[config.mk]
export PLATFORM = sky130hd
export DESIGN_NAME = ide_host_port
export DESIGN_NICKNAME = d
export VERILOG_FILES = /design/src/include/ide_port_pkg.sv /design/src/rtl/ide_host_port.sv /design/src/rtl/strobe_edges.sv
export SDC_FILE = /design/constraint.sdc
export NUM_CORES = 1
export LEC_CHECK = 0
export ABC_AREA = 0
export BUFFER_PORTS_ARGS = -buffer_cell sky130_fd_sc_hd__buf_4
export CAP_MARGIN = 5
export CORE_MARGIN = 10
export CORE_UTILIZATION = 50
export DETAILED_ROUTE_END_ITERATION = 6
export PLACE_DENSITY = 0.82
export SLEW_MARGIN = 20
export SYNTH_ARGS = -nofsm -noshare
export SYNTH_HDL_FRONTEND = slang
export SYNTH_SLANG_ARGS = --single-unit
[constraint.sdc]
create_clock -name ref_clk -period 3.76 [get_ports ref_clk]
set_input_delay 0.564 -clock ref_clk [delete_from_list [all_inputs] [get_ports ref_clk]]
set_output_delay 0.564 -clock ref_clk [all_outputs]
set_load 0.005 [all_outputs]
[src/include/ide_port_pkg.sv]
// Constants and carrier types for the drive-side host port signalling.
// Assumes a single 10 MHz reference clock and host pins synchronous to it.
package ide_port_pkg;

	localparam int          CLK_PERIOD_NS    = 100;
	// Window after reset release in which a secondary drive announces itself.
	localparam int          PRESENCE_NS      = 1000;
	localparam int          PRESENCE_CYCLES  = (PRESENCE_NS + CLK_PERIOD_NS - 1) / CLK_PERIOD_NS;

	// Port numbers inside each chip-select space.
	localparam logic [2:0]  PORT_DATA        = 3'h0;
	localparam logic [2:0]  PORT_DRIVE_HEAD  = 3'h6;
	localparam logic [2:0]  PORT_STATUS      = 3'h7;
	localparam logic [2:0]  PORT_AUX_ALT     = 3'h6;

	// Drive-select bit inside the drive/head select port.
	localparam int          DRIVE_SEL_BIT    = 4;
	localparam logic [7:0]  DRIVE_HEAD_RESET = 8'h00;

	typedef struct packed {
		logic        aux;
		logic [2:0]  port;
		logic [15:0] data;
	} host_write_t;

	typedef struct packed {
		logic        aux;
		logic [2:0]  port;
	} host_read_t;

	typedef enum {PRES_STRAP, PRES_ANNOUNCE, PRES_RUN} presence_state_t;

endpackage

[src/rtl/ide_host_port.sv]
// Drive-side logic behind the host parallel port: decode, strobes, lanes,
// interrupt, wide-transfer indication and the daisy-chain lines.
// Assumes host pins are synchronous to ref_clk and the drive core answers
// a read request in the same cycle it sees it.
//
// Contract
// - Host reset returns all interface logic to its initial state.
// - Low eight lanes are the bidirectional bus for control and status.
// - High eight lanes carry data only during 16-bit data transfers.
// - Drive raises interrupt request when it needs host service.
// - Drive asserts wide-transfer indicator for 16-bit data transfers.
// - Three address lines pick one of eight ports in active space.
// - Secondary drives diag-passed line after diagnostics; primary only listens.
// - Activity/presence line is open-collector and time multiplexed.
// - At reset secondary announces presence; primary samples the line.
// - Outside reset and diagnostics, line asserted while a command executes.
// - While busy only status answers in primary space; alternate status always.
// - Unselected drive ignores commands and drives no status.
`timescale 1ns/1ps
module ide_host_port #(
	parameter int PRESENCE_CYCLES = ide_port_pkg::PRESENCE_CYCLES
) (
	// Clock and reset
	input  wire logic                      ref_clk,
	input  wire logic                      rst_n,
	// Host address, selects and strobes
	input  wire logic [2:0]                host_port_address,
	input  wire logic                      primary_port_select_n,
	input  wire logic                      auxiliary_port_select_n,
	input  wire logic                      io_read_strobe_n,
	input  wire logic                      io_write_strobe_n,
	// Host data lanes
	input  wire logic [7:0]                host_data_low_lanes_in,
	output logic      [7:0]                host_data_low_lanes_out,
	output logic                           host_data_low_lanes_oe,
	input  wire logic [7:0]                host_data_high_lanes_in,
	output logic      [7:0]                host_data_high_lanes_out,
	output logic                           host_data_high_lanes_oe,
	// Host indications
	output logic                           host_interrupt_request,
	output logic                           wide_transfer_indicator_n,
	// Daisy-chain open-collector lines
	input  wire logic                      diag_passed_line_n_in,
	output logic                           diag_passed_line_n_out,
	output logic                           diag_passed_line_n_oe,
	input  wire logic                      active_or_secondary_present_n_in,
	output logic                           active_or_secondary_present_n_out,
	output logic                           active_or_secondary_present_n_oe,
	// Configuration jumper
	input  wire logic                      secondary_strap,
	// Drive core side
	input  wire logic                      core_busy,
	input  wire logic [7:0]                core_status,
	input  wire logic [15:0]               core_read_data,
	input  wire logic                      core_irq_set,
	input  wire logic                      core_cmd_active,
	input  wire logic                      core_diag_running,
	input  wire logic                      core_diag_ok,
	output ide_port_pkg::host_write_t      core_write,
	output logic                           core_write_valid,
	output ide_port_pkg::host_read_t       core_read,
	output logic                           core_read_valid,
	output logic                           secondary_present,
	output logic                           secondary_diag_passed
);

	localparam int CNT_W = $clog2(PRESENCE_CYCLES + 1);

	generate
		if (PRESENCE_CYCLES < 2) begin : g_bad_presence
			$error("PRESENCE_CYCLES must be at least 2.");
		end
	endgenerate

	ide_port_pkg::presence_state_t state_reg;
	logic [CNT_W-1:0] pres_cnt_reg;
	logic             cfg_secondary_reg;
	logic [7:0]       drive_head_reg;
	logic             rd_active_reg;
	logic             rd_wide_reg;
	logic             rd_status_reg;
	logic [1:0]       fall;
	logic [1:0]       rise;
	logic             rd_fall;
	logic             wr_rise;
	logic             prim;
	logic             auxsel;
	logic             selected;
	logic             read_ok;
	logic             write_ok;

	strobe_edges #(
		.WIDTH (2)
	) u_edges (
		.ref_clk (ref_clk),
		.rst_n   (rst_n),
		.level_n ({io_write_strobe_n, io_read_strobe_n}),
		.fall    (fall),
		.rise    (rise)
	);

	assign rd_fall = fall[0];
	assign wr_rise = rise[1];

	// Exactly one select low makes an access; both low is refused.
	assign prim     = ~primary_port_select_n & auxiliary_port_select_n;
	assign auxsel   = ~auxiliary_port_select_n & primary_port_select_n;
	assign selected = (drive_head_reg[ide_port_pkg::DRIVE_SEL_BIT] == cfg_secondary_reg);

	// The alternate status stays readable for polling while busy.
	assign read_ok  = selected & ((prim & (~core_busy
		| host_port_address == ide_port_pkg::PORT_STATUS)) | auxsel);
	assign write_ok = (prim & selected & ~core_busy) | auxsel;

	// Strap is caught after reset release, never under the reset itself.
	always_ff @(posedge ref_clk or negedge rst_n) begin
		if (!rst_n) begin
			state_reg         <= ide_port_pkg::PRES_STRAP;
			pres_cnt_reg      <= '0;
			cfg_secondary_reg <= 1'b0;
		end else begin
			unique case (state_reg)
				ide_port_pkg::PRES_STRAP: begin
					cfg_secondary_reg <= secondary_strap;
					pres_cnt_reg      <= '0;
					state_reg         <= ide_port_pkg::PRES_ANNOUNCE;
				end
				ide_port_pkg::PRES_ANNOUNCE: begin
					pres_cnt_reg <= pres_cnt_reg + CNT_W'(1);
					if (pres_cnt_reg == CNT_W'(PRESENCE_CYCLES - 1)) begin
						state_reg <= ide_port_pkg::PRES_RUN;
					end
				end
				ide_port_pkg::PRES_RUN: begin
					state_reg <= ide_port_pkg::PRES_RUN;
				end
			endcase
		end
	end

	// Primary samples at the end of the window, after the secondary has driven it.
	always_ff @(posedge ref_clk or negedge rst_n) begin
		if (!rst_n) begin
			secondary_present <= 1'b0;
		end else if (state_reg == ide_port_pkg::PRES_ANNOUNCE && !cfg_secondary_reg
			&& pres_cnt_reg == CNT_W'(PRESENCE_CYCLES - 1)) begin
			secondary_present <= ~active_or_secondary_present_n_in;
		end
	end

	// Activity/presence line: presence during the window, activity afterwards.
	always_ff @(posedge ref_clk or negedge rst_n) begin
		if (!rst_n) begin
			active_or_secondary_present_n_oe <= 1'b0;
		end else if (state_reg == ide_port_pkg::PRES_ANNOUNCE) begin
			active_or_secondary_present_n_oe <= cfg_secondary_reg;
		end else if (state_reg == ide_port_pkg::PRES_RUN) begin
			active_or_secondary_present_n_oe <= core_cmd_active & ~core_diag_running;
		end else begin
			active_or_secondary_present_n_oe <= 1'b0;
		end
	end

	// Diagnostic line: driven only by a secondary, heard only by a primary.
	always_ff @(posedge ref_clk or negedge rst_n) begin
		if (!rst_n) begin
			diag_passed_line_n_oe <= 1'b0;
			secondary_diag_passed <= 1'b0;
		end else begin
			diag_passed_line_n_oe <= cfg_secondary_reg & core_diag_ok
				& (state_reg == ide_port_pkg::PRES_RUN);
			secondary_diag_passed <= ~cfg_secondary_reg & ~diag_passed_line_n_in;
		end
	end

	// Open-collector lines only ever pull low.
	assign active_or_secondary_present_n_out = 1'b0;
	assign diag_passed_line_n_out            = 1'b0;

	// Both drives track the select port so either can become addressed.
	always_ff @(posedge ref_clk or negedge rst_n) begin
		if (!rst_n) begin
			drive_head_reg <= ide_port_pkg::DRIVE_HEAD_RESET;
		end else if (wr_rise && prim && !core_busy
			&& host_port_address == ide_port_pkg::PORT_DRIVE_HEAD) begin
			drive_head_reg <= host_data_low_lanes_in;
		end
	end

	// Writes are taken on the trailing edge, when host data is settled.
	always_ff @(posedge ref_clk or negedge rst_n) begin
		if (!rst_n) begin
			core_write_valid <= 1'b0;
			core_write       <= '0;
		end else begin
			core_write_valid <= wr_rise & write_ok;
			if (wr_rise && write_ok) begin
				core_write.aux  <= auxsel;
				core_write.port <= host_port_address;
				core_write.data <= {host_data_high_lanes_in, host_data_low_lanes_in};
			end
		end
	end

	always_ff @(posedge ref_clk or negedge rst_n) begin
		if (!rst_n) begin
			core_read_valid <= 1'b0;
			core_read       <= '0;
			rd_active_reg   <= 1'b0;
			rd_wide_reg     <= 1'b0;
			rd_status_reg   <= 1'b0;
		end else begin
			core_read_valid <= rd_fall & read_ok;
			if (rd_fall && read_ok) begin
				core_read.aux  <= auxsel;
				core_read.port <= host_port_address;
				rd_active_reg  <= 1'b1;
				rd_wide_reg    <= prim & (host_port_address == ide_port_pkg::PORT_DATA);
				rd_status_reg  <= ~prim | (host_port_address == ide_port_pkg::PORT_STATUS);
			end else if (rise[0]) begin
				rd_active_reg <= 1'b0;
				rd_wide_reg   <= 1'b0;
			end
		end
	end

	// Lane data appears one cycle after the request, while the strobe is low.
	always_ff @(posedge ref_clk or negedge rst_n) begin
		if (!rst_n) begin
			host_data_low_lanes_out  <= '0;
			host_data_high_lanes_out <= '0;
			host_data_low_lanes_oe   <= 1'b0;
			host_data_high_lanes_oe  <= 1'b0;
		end else begin
			host_data_low_lanes_oe  <= rd_active_reg & ~rise[0];
			host_data_high_lanes_oe <= rd_wide_reg & ~rise[0];
			if (core_read_valid) begin
				host_data_low_lanes_out  <= rd_status_reg ? core_status : core_read_data[7:0];
				host_data_high_lanes_out <= rd_status_reg ? 8'h00 : core_read_data[15:8];
			end
		end
	end

	// A new core event wins over a clear in the same cycle.
	always_ff @(posedge ref_clk or negedge rst_n) begin
		if (!rst_n) begin
			host_interrupt_request <= 1'b0;
		end else if (core_irq_set) begin
			host_interrupt_request <= 1'b1;
		end else if (prim && selected && host_port_address == ide_port_pkg::PORT_STATUS
			&& ((rd_fall && read_ok) || (wr_rise && write_ok))) begin
			host_interrupt_request <= 1'b0;
		end
	end

	always_ff @(posedge ref_clk or negedge rst_n) begin
		if (!rst_n) begin
			wide_transfer_indicator_n <= 1'b1;
		end else begin
			wide_transfer_indicator_n <= ~(prim & selected & ~core_busy
				& host_port_address == ide_port_pkg::PORT_DATA);
		end
	end
endmodule

[src/rtl/strobe_edges.sv]
// Edge finder for a group of active-low host strobes.
// Assumes the strobes are already synchronous to ref_clk.
`timescale 1ns/1ps
module strobe_edges #(
	parameter int WIDTH = 2
) (
	// Clock and reset
	input  wire logic             ref_clk,
	input  wire logic             rst_n,
	// Strobe levels and their edges
	input  wire logic [WIDTH-1:0] level_n,
	output logic      [WIDTH-1:0] fall,
	output logic      [WIDTH-1:0] rise
);

	logic [WIDTH-1:0] prev_reg;

	generate
		if (WIDTH < 1) begin : g_bad_width
			$error("strobe_edges needs at least one strobe.");
		end
		for (genvar i = 0; i < WIDTH; i++) begin : g_bit
			// Idle level is high, so no edge is seen straight after reset.
			always_ff @(posedge ref_clk or negedge rst_n) begin
				if (!rst_n) begin
					prev_reg[i] <= 1'b1;
				end else begin
					prev_reg[i] <= level_n[i];
				end
			end
			assign fall[i] = prev_reg[i] & ~level_n[i];
			assign rise[i] = ~prev_reg[i] & level_n[i];
		end
	endgenerate

endmodule

; ---- Word level (Yosys, flattened, before mapping)
; Cells that the tools add are included.
[word_totals]
regBits = 97
latch_bits = 0
ramBits = 0
mem_bits_ro = 0
inputBits = 57
output_inout_bits = 52
wordCells = 102
mem_count = 0
[classes]
addsub = 1
mul = 0
div_mod_pow = 0
magnitude_cmp = 0
n_eq_ne = 9
n_shift = 0
muxes = 12
bitwise = 36
reduce_logical = 18
[op_table]
columns = op, n
row1 = 32-bit case mux with 3 select lines, 1
row2 = 32-bit by 2-bit equality test with 1-bit output (second input constant), 2
row3 = 32-bit by 1-bit equality test with 1-bit output (second input constant), 1
row4 = 32-bit by 3-bit equality test with 1-bit output (second input constant), 1
row5 = 32-bit zero test, 1
row6 = 32-bit 2-to-1 mux, 1
row7 = 1-bit bitwise AND, 19
row8 = 8-bit 2-to-1 mux, 2
row9 = 1-bit inverter, 13
row10 = 1-bit logical AND, 10
row11 = 4-bit case mux with 2 select lines, 1
row12 = 1-bit 2-to-1 mux, 7
row13 = 3-bit equality test (second input constant), 2
row14 = 2-bit nonzero test, 3
row15 = 4-bit by 1-bit adder with 4-bit output (second input constant), 1
row16 = 4-bit equality test (second input constant), 1
row17 = 1-bit bitwise OR, 4
row18 = 3-bit zero test, 1
row19 = 1-bit zero test, 2
row20 = 2-bit inequality test (second input constant), 1
row21 = 1-bit equality test, 1
row22 = 1-bit logical OR, 1

; ---- Logic depth before layout (Yosys ltp)
; Gate-level depths: netlist of run 1.
[depth]
ltp_word = 10
mapped_depth = 6

; ---- Cells and area by module
; Synthesis of run 1 repeated with hierarchy kept, for this count alone.
[unflattened]
hier_cells = 218
hier_area_um2 = 2686.3
[by_module_without_submodules]
columns = mod, instances, cells_per_inst, area_each_um2, seq_area_each_um2
row1 = ide_host_port, 1, 212, 2598.7, 1527.7
row2 = strobe_edges, 1, 6, 87.6, 52.6

; ---- Worst setup path before layout of run 1
; No wires, ideal clock.
[synth_timing]
kind = input -> register
start = input io_write_strobe_n
end = register drive_head_reg[4]
t_arrival_ps = 1497
required_time_ps = 3635
slack_ps = 2138
cell_stages = 4
n_path_buf = 0
path_cell_list = nor2b_1 nand3_1 nor4_1 mux2_2
[synth_between]
elab_chain_cells = 4
[synth_rtl]
columns = item, line_no
row1 = "start, declared", ide_host_port.sv:31  ; input wire logic io_write_strobe_n,
row2 = 1-bit bitwise AND, strobe_edges.sv:32  ; assign rise[i] = ~prev_reg[i] & level_n[i];
row3 = 1-bit logical AND (2 in series), ide_host_port.sv:184  ; end else if (wr_rise && prim && !core_busy
row4 = 1-bit logical AND, ide_host_port.sv:185  ; && host_port_address == ide_port_pkg::PORT_DRIVE_HEAD) begin
row5 = "end signal, assigned", ide_host_port.sv:183  ; drive_head_reg <= ide_port_pkg::DRIVE_HEAD_RESET;
row6 = "end signal, assigned", ide_host_port.sv:186  ; drive_head_reg <= host_data_low_lanes_in;
row7 = "end, declared", ide_host_port.sv:78  ; logic [7:0] drive_head_reg;
; Every way passes these cells.
; A chain may end at the register's enable or synchronous reset.

; ---- Worst setup path in the final report of run 1
[layout_timing]
start = register cfg_secondary_reg
end = register core_write[10] (netlist name)
[layout_between]
elab_chain_cells = 5
[layout_rtl]
columns = item, line_no
row1 = "start, declared", ide_host_port.sv:77  ; logic cfg_secondary_reg;
row2 = "start signal, assigned", ide_host_port.sv:124  ; cfg_secondary_reg <= secondary_strap;
row3 = 1-bit equality test, ide_host_port.sv:108  ; assign selected = (drive_head_reg[ide_port_pkg::DRIVE_SEL_BIT] == cfg_secondary_reg);
row4 = 1-bit bitwise AND (2 in series), ide_host_port.sv:113  ; assign write_ok = (prim & selected & ~core_busy) | auxsel;
row5 = 1-bit bitwise OR, ide_host_port.sv:113
row6 = 1-bit logical AND, ide_host_port.sv:197  ; if (wr_rise && write_ok) begin
row7 = "end, declared", ide_host_port.sv:59  ; output ide_port_pkg::host_write_t core_write,
; Every way passes these cells.

==> qor.txt, run 1 <==
======================================================================================
Number of cells in the finished layout apart from fillers ...............          404
Number of antenna violations at the first check in global routing .......            0
N_diodes ................................................................            0
Area growth from synthesis to final layout ..............................        38.8%
Number of buffers added by the clock tree synthesis step ................            9
GRT Overall Usage .......................................................        0.153
First-pass GRT wire length ..............................................     10700 um
Root Buffer ............................................................. sky130_fd_sc_hd__clkbuf_8
Number of global-route vias before repair ...............................         2137
Number of hold-slack violations in the final timing report ..............            0
Leading cell type in the layout, fill and taps excluded ................. sky130_fd_sc_hd__buf_4
Number of iterations in the first detailed-routing pass .................            4
Number of post-CTS setup repair buffers .................................            0
DRC Markers .............................................................            0
DRT antenna net count ...................................................            0
Terminus of the critical flop-to-flop path .............................. core_write[10]
Row count ...............................................................           26
Count of placed standard cells including taps ...........................          388
Largest net degree at the start of global routing .......................           64
Port Buf Inserts ........................................................          106
Worst setup path startpoint ............................................. cfg_secondary_reg
Max reg flops ...........................................................           20
Setup Total Neg Slack ...................................................         0 ps
Highest Clock Rate ......................................................    0.460 GHz
Total power per unit cell area ..........................................   516 nW/um2
TritonCTS clock tree ....................................................        built
Status .................................................................. finished, final reports clean
Share of synthesized flip-flops with an asynchronous set or reset .......         1.00
Distinct cell type count of the synthesized netlist .....................           33
Starting DRC count in detailed routing ..................................           41
Global placement routability congestion .................................        0.827
Largest clock skew in the final design ..................................      10.3 ps
Average footprint of a synthesized cell .................................     12.5 um2
Top Registers ........................................................... core_write x20, host_data_high_lanes_out x8, host_data_low_lanes_out x8
Commonest cells after routing, fill and taps aside ...................... sky130_fd_sc_hd__buf_4 (107), sky130_fd_sc_hd__dfrtp_1 (60), sky130_fd_sc_hd__mux2_4 (19)
Rel. slew slack .........................................................        0.412
Last element of the critical path ....................................... core_write[10]
Unrepaired setup endpoints after global routing .........................        false
I/O pin total ...........................................................          109
Final routed wirelength across all metal layers .........................      6690 um
Critical path type ...................................................... flip-flop to flip-flop
Sequential cell area fraction in the yosys report .......................        0.575
Count of hold buffers inserted by post-cts repair .......................            0
Die outline area ........................................................     8860 um2
Post-layout util ........................................................        0.733
Category of the worst setup path capture point ..........................    flip-flop
Number of violations of the max-capacitance limit .......................            0
Kind of start point of the critical path ................................    flip-flop
Number of cell instances on the worst register-to-register path .........            5
Number of clock sinks seen by CTS .......................................           63
Worst-path fanout max ...................................................           11
Total Power Consumption .................................................      1970 uW
Number of H-tree branching levels .......................................            3
Total number of nets in the final design ................................          391
Worst Max-Slew Pin Slew .................................................       882 ps
Number of warnings printed during yosys synthesis .......................            0
Clock buffer depth ......................................................            2
Count of instances resized after the clock tree is built ................            0
Startpoint of the worst register-to-register path ....................... cfg_secondary_reg
Number of synthesized flops with an enable pin ..........................            0
Total overflow reported by the global router ............................            0
Synthesized instance count ..............................................          220
Clock slew at the register clock pins of the worst setup and hold paths .        70 ps
Average detailed-routed wire length per instance ........................      16.6 um
Final critical-path share of the clock period ...........................        0.579
Via/cell ratio ..........................................................         4.91
CP arrival ..............................................................      2390 ps
Clock network latency to the later pin of the worst-skew pair ...........       340 ps
Total vias in the final route ...........................................         1982
Final max-slew violation count ..........................................            0
HPWL after DPL ..........................................................      5110 um
Core region area ........................................................     5200 um2
Initial Util ............................................................        0.528
Leading register cell type out of synthesis ............................. sky130_fd_sc_hd__dfrtp_1
Required @ worst endpoint ...............................................      3980 ps
Overall die width .......................................................      94.1 um
Top register by number of flip-flops ....................................   core_write
Die height ..............................................................      94.1 um
Setup slack of the most critical reg-to-reg path ........................      1580 ps
Fill cell count .........................................................          382
Flop and latch count out of synthesis ...................................           63
Minimum clock period ....................................................      2180 ps
Total standard cell area after synthesis ................................     2750 um2
Max VDD drop ............................................................     0.309 mV
Type of the worst min-delay path ........................................ primary input to asynchronous set/reset pin
Setup violation total in the final timing report ........................            0
Leakage .................................................................   0.00194 uW
Share of layout cells above drive strength 1 ............................        0.467
======================================================================================
## cell families after synthesis
group | Yosys count | share of synthesized area
DFF | 63 | 0.575
and+or+nand+nor | 54 | 0.108
muxes | 35 | 0.165
AOI/OAI and AO/OA | 34 | 0.0742
buffers and inverters | 26 | 0.0437
adders and majority gates | 5 | 0.0228
xor gates and xnor gates | 2 | 0.00911
other | 1 | 0.00136
## cell usage after synthesis (all sizes together) (4+ instances only)
library cell | instances | area (um2)
dfrtp | 60 | 1500
mux2 | 26 | 364
inv | 16 | 60.1
o21ai | 16 | 87.6
nand2 | 10 | 37.5
nand3b | 10 | 75.1
nor2 | 10 | 37.5
a21oi | 9 | 45.0
mux2i | 9 | 90.1
nand2b | 9 | 56.3
clkbuf | 6 | 22.5
nand3 | 6 | 30.0
ha | 5 | 62.6
buf | 4 | 37.5
## layout make-up
cell class              count  area [um2]  share of cell area
clock inverters             5        80.1              0.0210
repair buffers            107         803               0.211
well taps                  70        87.6              0.0230
multi-input cells         132        1050               0.276
flip-flops and latches     63        1580               0.414
clock buffers              11         151              0.0397
inverters                  16        60.1              0.0157
## report_power, final
| part | leakage [uW] | internal [uW] | switching [uW] |
|---|---|---|---|
| Sequential | 0.000744 | 793 | 83.7 |
| Combinational | 0.00109 | 282 | 148 |
| Clock | 0.000112 | 408 | 254 |
## metal layers
metal / GRT usage / share of wire
met4: 0.0494 / 0.011
met1: 0.179 / 0.43
met3: 0.0695 / 0.096
met2: 0.244 / 0.46
met5: 0 / 0
## metrics by stage
stage               worst slack, ps  cell area (um2)  hold slack, ps
CTS                            1570             3810             315
global route                   1450             3810             309
floorplan                      2140             2750             268
finish                         1580             3810             293
global placement               1490             3580             446
detailed placement             1440             3580             458
## worst min path at each step
stage	endpoint	slack, ps
floorplan	active_or_secondary_present_n_oe	270
global placement	host_data_low_lanes_oe	450
detailed placement	host_data_low_lanes_oe	460
CTS	core_read[2]	310
global route	u_edges.prev_reg[1]	310
finish	core_read[0]	290
## critical path: stages (launching register included)
cell	delay, ps
sky130_fd_sc_hd__dfrtp_1	450
sky130_fd_sc_hd__xor2_2	270
sky130_fd_sc_hd__nor3_1	90
sky130_fd_sc_hd__o21ai_2	560
sky130_fd_sc_hd__buf_4	360
sky130_fd_sc_hd__mux2_4	320
(Power assumes the default switching activity.)
==> run 2: changes to the inputs <==
--- a/config.mk
+++ b/config.mk
@@ -5,13 +5,13 @@
 export SDC_FILE = /design/constraint.sdc
 export NUM_CORES = 1
 export LEC_CHECK = 0
-export ABC_AREA = 0
+export ABC_AREA = 1
 export BUFFER_PORTS_ARGS = -buffer_cell sky130_fd_sc_hd__buf_4
 export CAP_MARGIN = 5
 export CORE_MARGIN = 10
-export CORE_UTILIZATION = 50
+export CORE_UTILIZATION = 48
 export DETAILED_ROUTE_END_ITERATION = 6
-export PLACE_DENSITY = 0.82
+export PLACE_DENSITY = 0.8
 export SLEW_MARGIN = 20
 export SYNTH_ARGS = -nofsm -noshare
 export SYNTH_HDL_FRONTEND = slang
==> constraint.sdc (replaced) <==
create_clock -name ref_clk -period 2.3 [get_ports ref_clk]
set_input_delay 0.345 -clock ref_clk [delete_from_list [all_inputs] [get_ports ref_clk]]
set_output_delay 0.345 -clock ref_clk [all_outputs]
set_load 0.005 [all_outputs]
==> qor.txt, run 2 <==
======================================================================================
Row count ...............................................................           26   unchanged
Share of synthesized flip-flops with an asynchronous set or reset .......         1.00   unchanged
Total overflow reported by the global router ............................            0   unchanged
N_diodes ................................................................            0   unchanged
Total Power Consumption .................................................      2890 uW   +47%
Clock buffer depth ......................................................            2   unchanged
Area growth from synthesis to final layout ..............................        37.6%
Leading register cell type out of synthesis ............................. sky130_fd_sc_hd__dfrtp_1
Clock network latency to the later pin of the worst-skew pair ...........       330 ps   about the same
DRC Markers .............................................................            0   unchanged
Number of H-tree branching levels .......................................            3   unchanged
Final routed wirelength across all metal layers .........................      6880 um   +2.9%
Root Buffer ............................................................. sky130_fd_sc_hd__clkbuf_8
Top register by number of flip-flops ....................................   core_write
Final critical-path share of the clock period ...........................        0.638   +0.0599
Initial Util ............................................................        0.505   -0.0224
CP arrival ..............................................................      1730 ps   -660 ps
Top Registers ........................................................... core_write x20, host_data_high_lanes_out x8, host_data_low_lanes_out x8
Sequential cell area fraction in the yosys report .......................        0.597   +0.0217
Most frequent cell after synthesis ...................................... sky130_fd_sc_hd__nand2_1
Kind of start point of the critical path ................................    flip-flop
Post-layout util ........................................................        0.695   -0.0373
Setup Total Neg Slack ...................................................         0 ps   unchanged
Share of the synthesized area in compound gates (AO/OA/AOI/OAI) .........       0.0827   +0.00848
Number of global-route vias before repair ...............................         2317   +8.4%
Distinct cell type count of the synthesized netlist .....................           33   unchanged
Count of instances resized after the clock tree is built ................            0   unchanged
DRT antenna net count ...................................................            0   unchanged
Number of antenna violations at the first check in global routing .......            0   unchanged
Die height ..............................................................      94.3 um   +0.14%
Final max-slew violation count ..........................................            0   unchanged
Multiplexer area fraction after synthesis ...............................            0   -0.165
Flop and latch count out of synthesis ...................................           63   unchanged
Number of synthesized flops with an enable pin ..........................            0   unchanged
Synthesized instance count ..............................................          289   +31%
Setup violation total in the final timing report ........................            0   unchanged
Max reg flops ...........................................................           20   unchanged
Number of iterations in the first detailed-routing pass .................            4   unchanged
First-pass GRT wire length ..............................................     11200 um   +4.6%
Die outline area ........................................................     8890 um2   +0.29%
Total vias in the final route ...........................................         2263   +14%
Max VDD drop ............................................................     0.485 mV   +57%
Number of warnings printed during yosys synthesis .......................            0   unchanged
Number of buffers added by the clock tree synthesis step ................            9   unchanged
Area share of the largest cell type after synthesis .....................        0.567   +0.0207
Leading cell type in the layout, fill and taps excluded ................. sky130_fd_sc_hd__buf_4
Number of violations of the max-capacitance limit .......................            0   unchanged
Rel. slew slack .........................................................        0.484   +0.0720
Number of clock sinks seen by CTS .......................................           63   unchanged
Via/cell ratio ..........................................................         4.79   -2.3%
Largest clock skew in the final design ..................................      6.80 ps   -3.47 ps
Starting DRC count in detailed routing ..................................           74   +80%
Commonest cells after routing, fill and taps aside ...................... sky130_fd_sc_hd__buf_4 (107), sky130_fd_sc_hd__nand2_1 (95), sky130_fd_sc_hd__dfrtp_1 (60)
Leakage .................................................................   0.00196 uW   +1.0%
Largest cells by area after synthesis ................................... sky130_fd_sc_hd__dfrtp_1 (57%), sky130_fd_sc_hd__nand2_1 (13%), sky130_fd_sc_hd__o21ai_0 (4.5%), sky130_fd_sc_hd__inv_1 (4.1%), sky130_fd_sc_hd__dfstp_2 (3.0%)
Critical path type ...................................................... flip-flop to flip-flop
Overall die width .......................................................      94.3 um   +0.14%
Average footprint of a synthesized cell .................................     9.16 um2   -27%
Cell accounting for the most synthesized area ........................... sky130_fd_sc_hd__dfrtp_1
Port Buf Inserts ........................................................          106   unchanged
Core region area ........................................................     5240 um2   +0.62%
Number of hold-slack violations in the final timing report ..............            0   unchanged
Adder-cell share of the synthesized area ................................       0.0236   +0.000861
Combinational family with the most area after synthesis ................. simple AND/OR/NAND/NOR gates
Global placement routability congestion .................................        0.833   +0.75%
Pre-CTS worst setup slack ...............................................       780 ps   -659 ps
Simple-Gate Fraction of Synth Area ......................................        0.213   +0.105
HPWL after DPL ..........................................................      5220 um   +2.1%
Average detailed-routed wire length per instance ........................      14.6 um   -12%
Total standard cell area after synthesis ................................     2650 um2   -3.6%
Highest Clock Rate ......................................................    0.681 GHz   +48%
Worst-path fanout max ...................................................           26   +15
Clock slew at the register clock pins of the worst setup and hold paths .        70 ps   about the same
Unrepaired setup endpoints after global routing .........................        false
Required @ worst endpoint ...............................................      2560 ps   -1420 ps
Total power per unit cell area ..........................................   795 nW/um2   +54%
Category of the worst setup path capture point ..........................    flip-flop
Largest net degree at the start of global routing .......................           64   unchanged
Minimum clock period ....................................................      1470 ps   -707 ps
Setup slack of the critical path after layout ...........................       831 ps   -753 ps
Synth top cells by count ................................................ sky130_fd_sc_hd__nand2_1 (95), sky130_fd_sc_hd__dfrtp_1 (60), sky130_fd_sc_hd__inv_1 (29), sky130_fd_sc_hd__o21ai_0 (24), sky130_fd_sc_hd__nor2_1 (17)
Share of layout cells above drive strength 1 ............................        0.338   -0.129
Number of post-CTS setup repair buffers .................................            0   unchanged
Area share of xor/xnor cells in the synthesized design ..................      0.00662   -0.00249
Type of the worst min-delay path ........................................ primary input to asynchronous set/reset pin
Worst Max-Slew Pin Slew .................................................       774 ps   -108 ps
Status .................................................................. finished, final reports clean
I/O pin total ...........................................................          109   unchanged
Total number of nets in the final design ................................          459   +17%
TritonCTS clock tree ....................................................        built
Count of hold buffers inserted by post-cts repair .......................            0   unchanged
GRT Overall Usage .......................................................        0.157   +0.00427
======================================================================================
[run 2: worst max-delay path, stage by stage (launching register included)]
cell and delay [ps]:
sky130_fd_sc_hd__dfrtp_1 440, sky130_fd_sc_hd__inv_2 100, sky130_fd_sc_hd__nand2_1 90, sky130_fd_sc_hd__nand2_2 100, sky130_fd_sc_hd__nand3_2 80, sky130_fd_sc_hd__nand2_2 90, sky130_fd_sc_hd__nand2_4 190, sky130_fd_sc_hd__inv_6 190
sky130_fd_sc_hd__nand2_1 70, sky130_fd_sc_hd__nand2_1 60
[run 2: layout make-up]
cell class / instances / area (um2)
fillers: 453 / 1600
clock buffers: 12 / 155
well taps: 70 / 87.6
repair buffers: 107 / 803
inverters: 32 / 125
flip-flops and latches: 63 / 1580
clock inverters: 4 / 20.0
multi-input cells: 184 / 871
[run 2: path summary, 6_finish.rpt]
check	start	to	slack [ps]	cells past startpoint
worst max register to register	cfg_secondary_reg	core_write[5]	830	9
max in group asynchronous	rst_n	host_data_low_lanes_oe	1690	1
worst min register to register	core_write[2]	core_write[2]	480	2
worst max-delay path	cfg_secondary_reg	core_write[5]	830	9
min in group ref_clk	io_read_strobe_n	u_edges.prev_reg[0]	140	1
worst min-delay path	rst_n	host_data_low_lanes_out[1]	90	1
[run 2: metal layers]
layer  vias up  global-route usage  part of all wire
met2        79               0.262              0.50
met3         9              0.0679             0.085
met5         -                   0                 0
li1       1123                   -                 -
met4         0              0.0506             0.014
met1      1052               0.176              0.40
[run 2: through the flow]
stage,instances,cell area [um2],hold WS (ps)
4_1_cts,472,3640,117
2_1_floorplan,290,2650,49.4
5_1_grt,472,3640,108
3_5_place_dp,456,3470,467
6_report,472,3640,87.7
3_3_place_gp,456,3470,462
[run 2: kinds of logic after synthesis]
group	Yosys count
AND/OR/NAND/NOR	136
flip-flops	63
buffers and inverters	43
AO/OA/AOI/OAI	39
adder cells (fa/ha/maj)	5
XOR/XNOR	2
other	1
[run 2: where the power goes]
group | leakage (uW) | internal [uW] | total, uW | switching (uW)
Combinational | 0.00110 | 359 | 651 | 292
Sequential | 0.000764 | 1290 | 1400 | 111
Clock | 0.0000959 | 443 | 840 | 397
Total | 0.00196 | 2100 | 2890 | 799
==> run 3: changes to the inputs <==
==> constraint.sdc (replaced) <==
create_clock -name ref_clk -period 1.4 [get_ports ref_clk]
set_input_delay 0.21 -clock ref_clk [delete_from_list [all_inputs] [get_ports ref_clk]]
set_output_delay 0.21 -clock ref_clk [all_outputs]
set_load 0.005 [all_outputs]
==> qor.txt, run 3 (synthesis gave the netlist of run 2 again) <==
======================================================================================
Leakage .................................................................   0.00205 uW   +4.5%
Global placement routability congestion .................................        0.832   -0.17%
Core region area ........................................................     5240 um2   unchanged
Final critical-path share of the clock period ...........................        0.951   +0.313
Max VDD drop ............................................................     0.789 mV   +63%
Setup violation total in the final timing report ........................            0   unchanged
Required @ worst endpoint ...............................................      1630 ps   -930 ps
Share of layout cells above drive strength 1 ............................        0.360   +0.0216
DRC Markers .............................................................            0   unchanged
Clock buffer depth ......................................................            2   unchanged
Average detailed-routed wire length per instance ........................      15.1 um   +3.6%
First-pass GRT wire length ..............................................     11300 um   +0.80%
Top register by number of flip-flops ....................................   core_write
Critical path type ...................................................... flip-flop to flip-flop
Setup slack of the critical path after layout ...........................      68.4 ps   -763 ps
Hold path cells .........................................................            3
Total vias in the final route ...........................................         2298   +1.5%
TritonCTS clock tree ....................................................        built
Status .................................................................. finished, final reports clean
Row count ...............................................................           26   unchanged
Via/cell ratio ..........................................................         4.75   -0.97%
Clock network latency to the later pin of the worst-skew pair ...........       340 ps   about the same
Pre-CTS worst setup slack ...............................................      55.1 ps   -725 ps
GRT Overall Usage .......................................................        0.161   +0.00352
Number of clock sinks seen by CTS .......................................           63   unchanged
Commonest cells after routing, fill and taps aside ...................... sky130_fd_sc_hd__buf_4 (112), sky130_fd_sc_hd__nand2_1 (93), sky130_fd_sc_hd__dfrtp_1 (60)
Total power per unit cell area ..........................................  1380 nW/um2   +74%
HPWL after DPL ..........................................................      5350 um   +2.5%
Largest net degree at the start of global routing .......................           35   -45%
Final routed wirelength across all metal layers .........................      7310 um   +6.3%
Die height ..............................................................      94.3 um   unchanged
Top Registers ........................................................... core_write x20, host_data_high_lanes_out x8, host_data_low_lanes_out x8
Overall die width .......................................................      94.3 um   unchanged
Setup Total Neg Slack ...................................................         0 ps   unchanged
Hold Path Sink .......................................................... core_write[15]
Number of hold-slack violations in the final timing report ..............            0   unchanged
Root Buffer ............................................................. sky130_fd_sc_hd__clkbuf_8
Launch instance of the worst min-delay path ............................. host_data_high_lanes_in[7]
Setup slack of the most critical reg-to-reg path ........................        70 ps   -760 ps
Leading cell type in the layout, fill and taps excluded ................. sky130_fd_sc_hd__buf_4
Max reg flops ...........................................................           20   unchanged
Area growth from synthesis to final layout ..............................        46.7%
Final max-slew violation count ..........................................            0   unchanged
Number of buffers added by the clock tree synthesis step ................            9   unchanged
Startpoint of the worst register-to-register path ....................... u_edges.prev_reg[1]
Category of the worst setup path capture point ..........................    flip-flop
CP arrival ..............................................................      1560 ps   -170 ps
Kind of start point of the critical path ................................    flip-flop
Total Power Consumption .................................................      5370 uW   +86%
Fill cell count .........................................................          406   -10%
Port Buf Inserts ........................................................          106   unchanged
Terminus of the critical flop-to-flop path .............................. core_write[9]
Initial Util ............................................................        0.505   unchanged
Type of the worst min-delay path ........................................ primary input to flip-flop
DRT antenna net count ...................................................            0   unchanged
Minimum clock period ....................................................      1330 ps   -137 ps
Number of cell instances on the worst register-to-register path .........            6   -3
I/O pin total ...........................................................          109   unchanged
Total overflow reported by the global router ............................            0   unchanged
Clock slew at the register clock pins of the worst setup and hold paths .        70 ps   about the same
Largest clock skew in the final design ..................................      11.0 ps   +4.23 ps
Number of global-route vias before repair ...............................         2314   -0.13%
Die outline area ........................................................     8890 um2   unchanged
Highest Clock Rate ......................................................    0.751 GHz   +10%
Worst setup path startpoint ............................................. u_edges.prev_reg[1]
Worst-path fanout max ...................................................           16   -38%
Starting DRC count in detailed routing ..................................          110   +49%
Total number of nets in the final design ................................          471   +2.6%
N_diodes ................................................................            0   unchanged
Number of antenna violations at the first check in global routing .......            0   unchanged
Number of violations of the max-capacitance limit .......................            0   unchanged
Number of H-tree branching levels .......................................            3   unchanged
Number of iterations in the first detailed-routing pass .................            4   unchanged
======================================================================================
==> run 3: cell count changes in the layout (fill, tap and decap cells not counted), sizes merged <==
cell / delta
nand2: +2
inv: -2
buf: +6
bufinv: +3
dlygate4sd3: +4
clkinvlp: +2
clkinv: -1
clkbuf: -2
==> run 3: how the worst max path moves through the flow <==
stage                             end  slack (ps)
6_report                core_write[9]          70
5_1_grt        host_interrupt_request         -10
4_1_cts        host_interrupt_request          40
3_5_place_dp   host_interrupt_request          60
3_3_place_gp   host_interrupt_request          70
2_1_floorplan          core_write[10]         190
==> run 3: area by class of cell <==
class	instances	area, um2	share of cell area
Inverter	32	136	0.0351
Clock buffer	10	138	0.0354
Tap cell	70	87.6	0.0226
Multi-Input combinational cell	186	933	0.240
Timing Repair Buffer	117	901	0.232
Clock inverter	6	108	0.0277
Sequential cell	63	1580	0.407
==> run 3: power by group <==
part | internal, uW | switching [uW] | leakage, uW | total (uW)
clock | 1220 | 707 | 0.000122 | 1930
sequential | 2130 | 169 | 0.000764 | 2290
combinational | 626 | 522 | 0.00116 | 1150
total | 3980 | 1400 | 0.00205 | 5370
==> run 3: routing by layer <==
layer | GRT usage | share of wire | up-vias
met1 | 0.178 | 0.40 | 1064
met4 | 0.0823 | 0.019 | 0
met2 | 0.268 | 0.51 | 76
li1 | - | - | 1147
met3 | 0.0528 | 0.074 | 11
met5 | 0 | 0 | -
==> run 3: timing repair <==
action,in CTS,in global routing
cloned,0,2
hold buffers,4,0
endpoints found under the hold margin,29,0
buffers inserted,0,1
resized for setup,1,10
endpoints found under the setup margin,1,23
pin swaps,0,1
==> run 3: critical path, cell delays in order, from the launching register on <==
cell and delay (ps):
sky130_fd_sc_hd__dfstp_2 530, sky130_fd_sc_hd__or2_4 130, sky130_fd_sc_hd__clkinvlp_4 180, sky130_fd_sc_hd__nand2_8 160
sky130_fd_sc_hd__clkinv_8 90, sky130_fd_sc_hd__nand2_1 70, sky130_fd_sc_hd__nand2_1 50
==> run 3: metrics by stage <==
step | hold slack, ps | util | std cells | area (um2)
finish | 56.5 | 0.742 | 484 | 3880
global route | 55.6 | 0.742 | 484 | 3880
CTS | 43.0 | 0.728 | 481 | 3810
detailed placement | 171 | 0.672 | 461 | 3520
global placement | 163 | 0.672 | 461 | 3520
floorplan | -85.6 | - | 290 | 2650
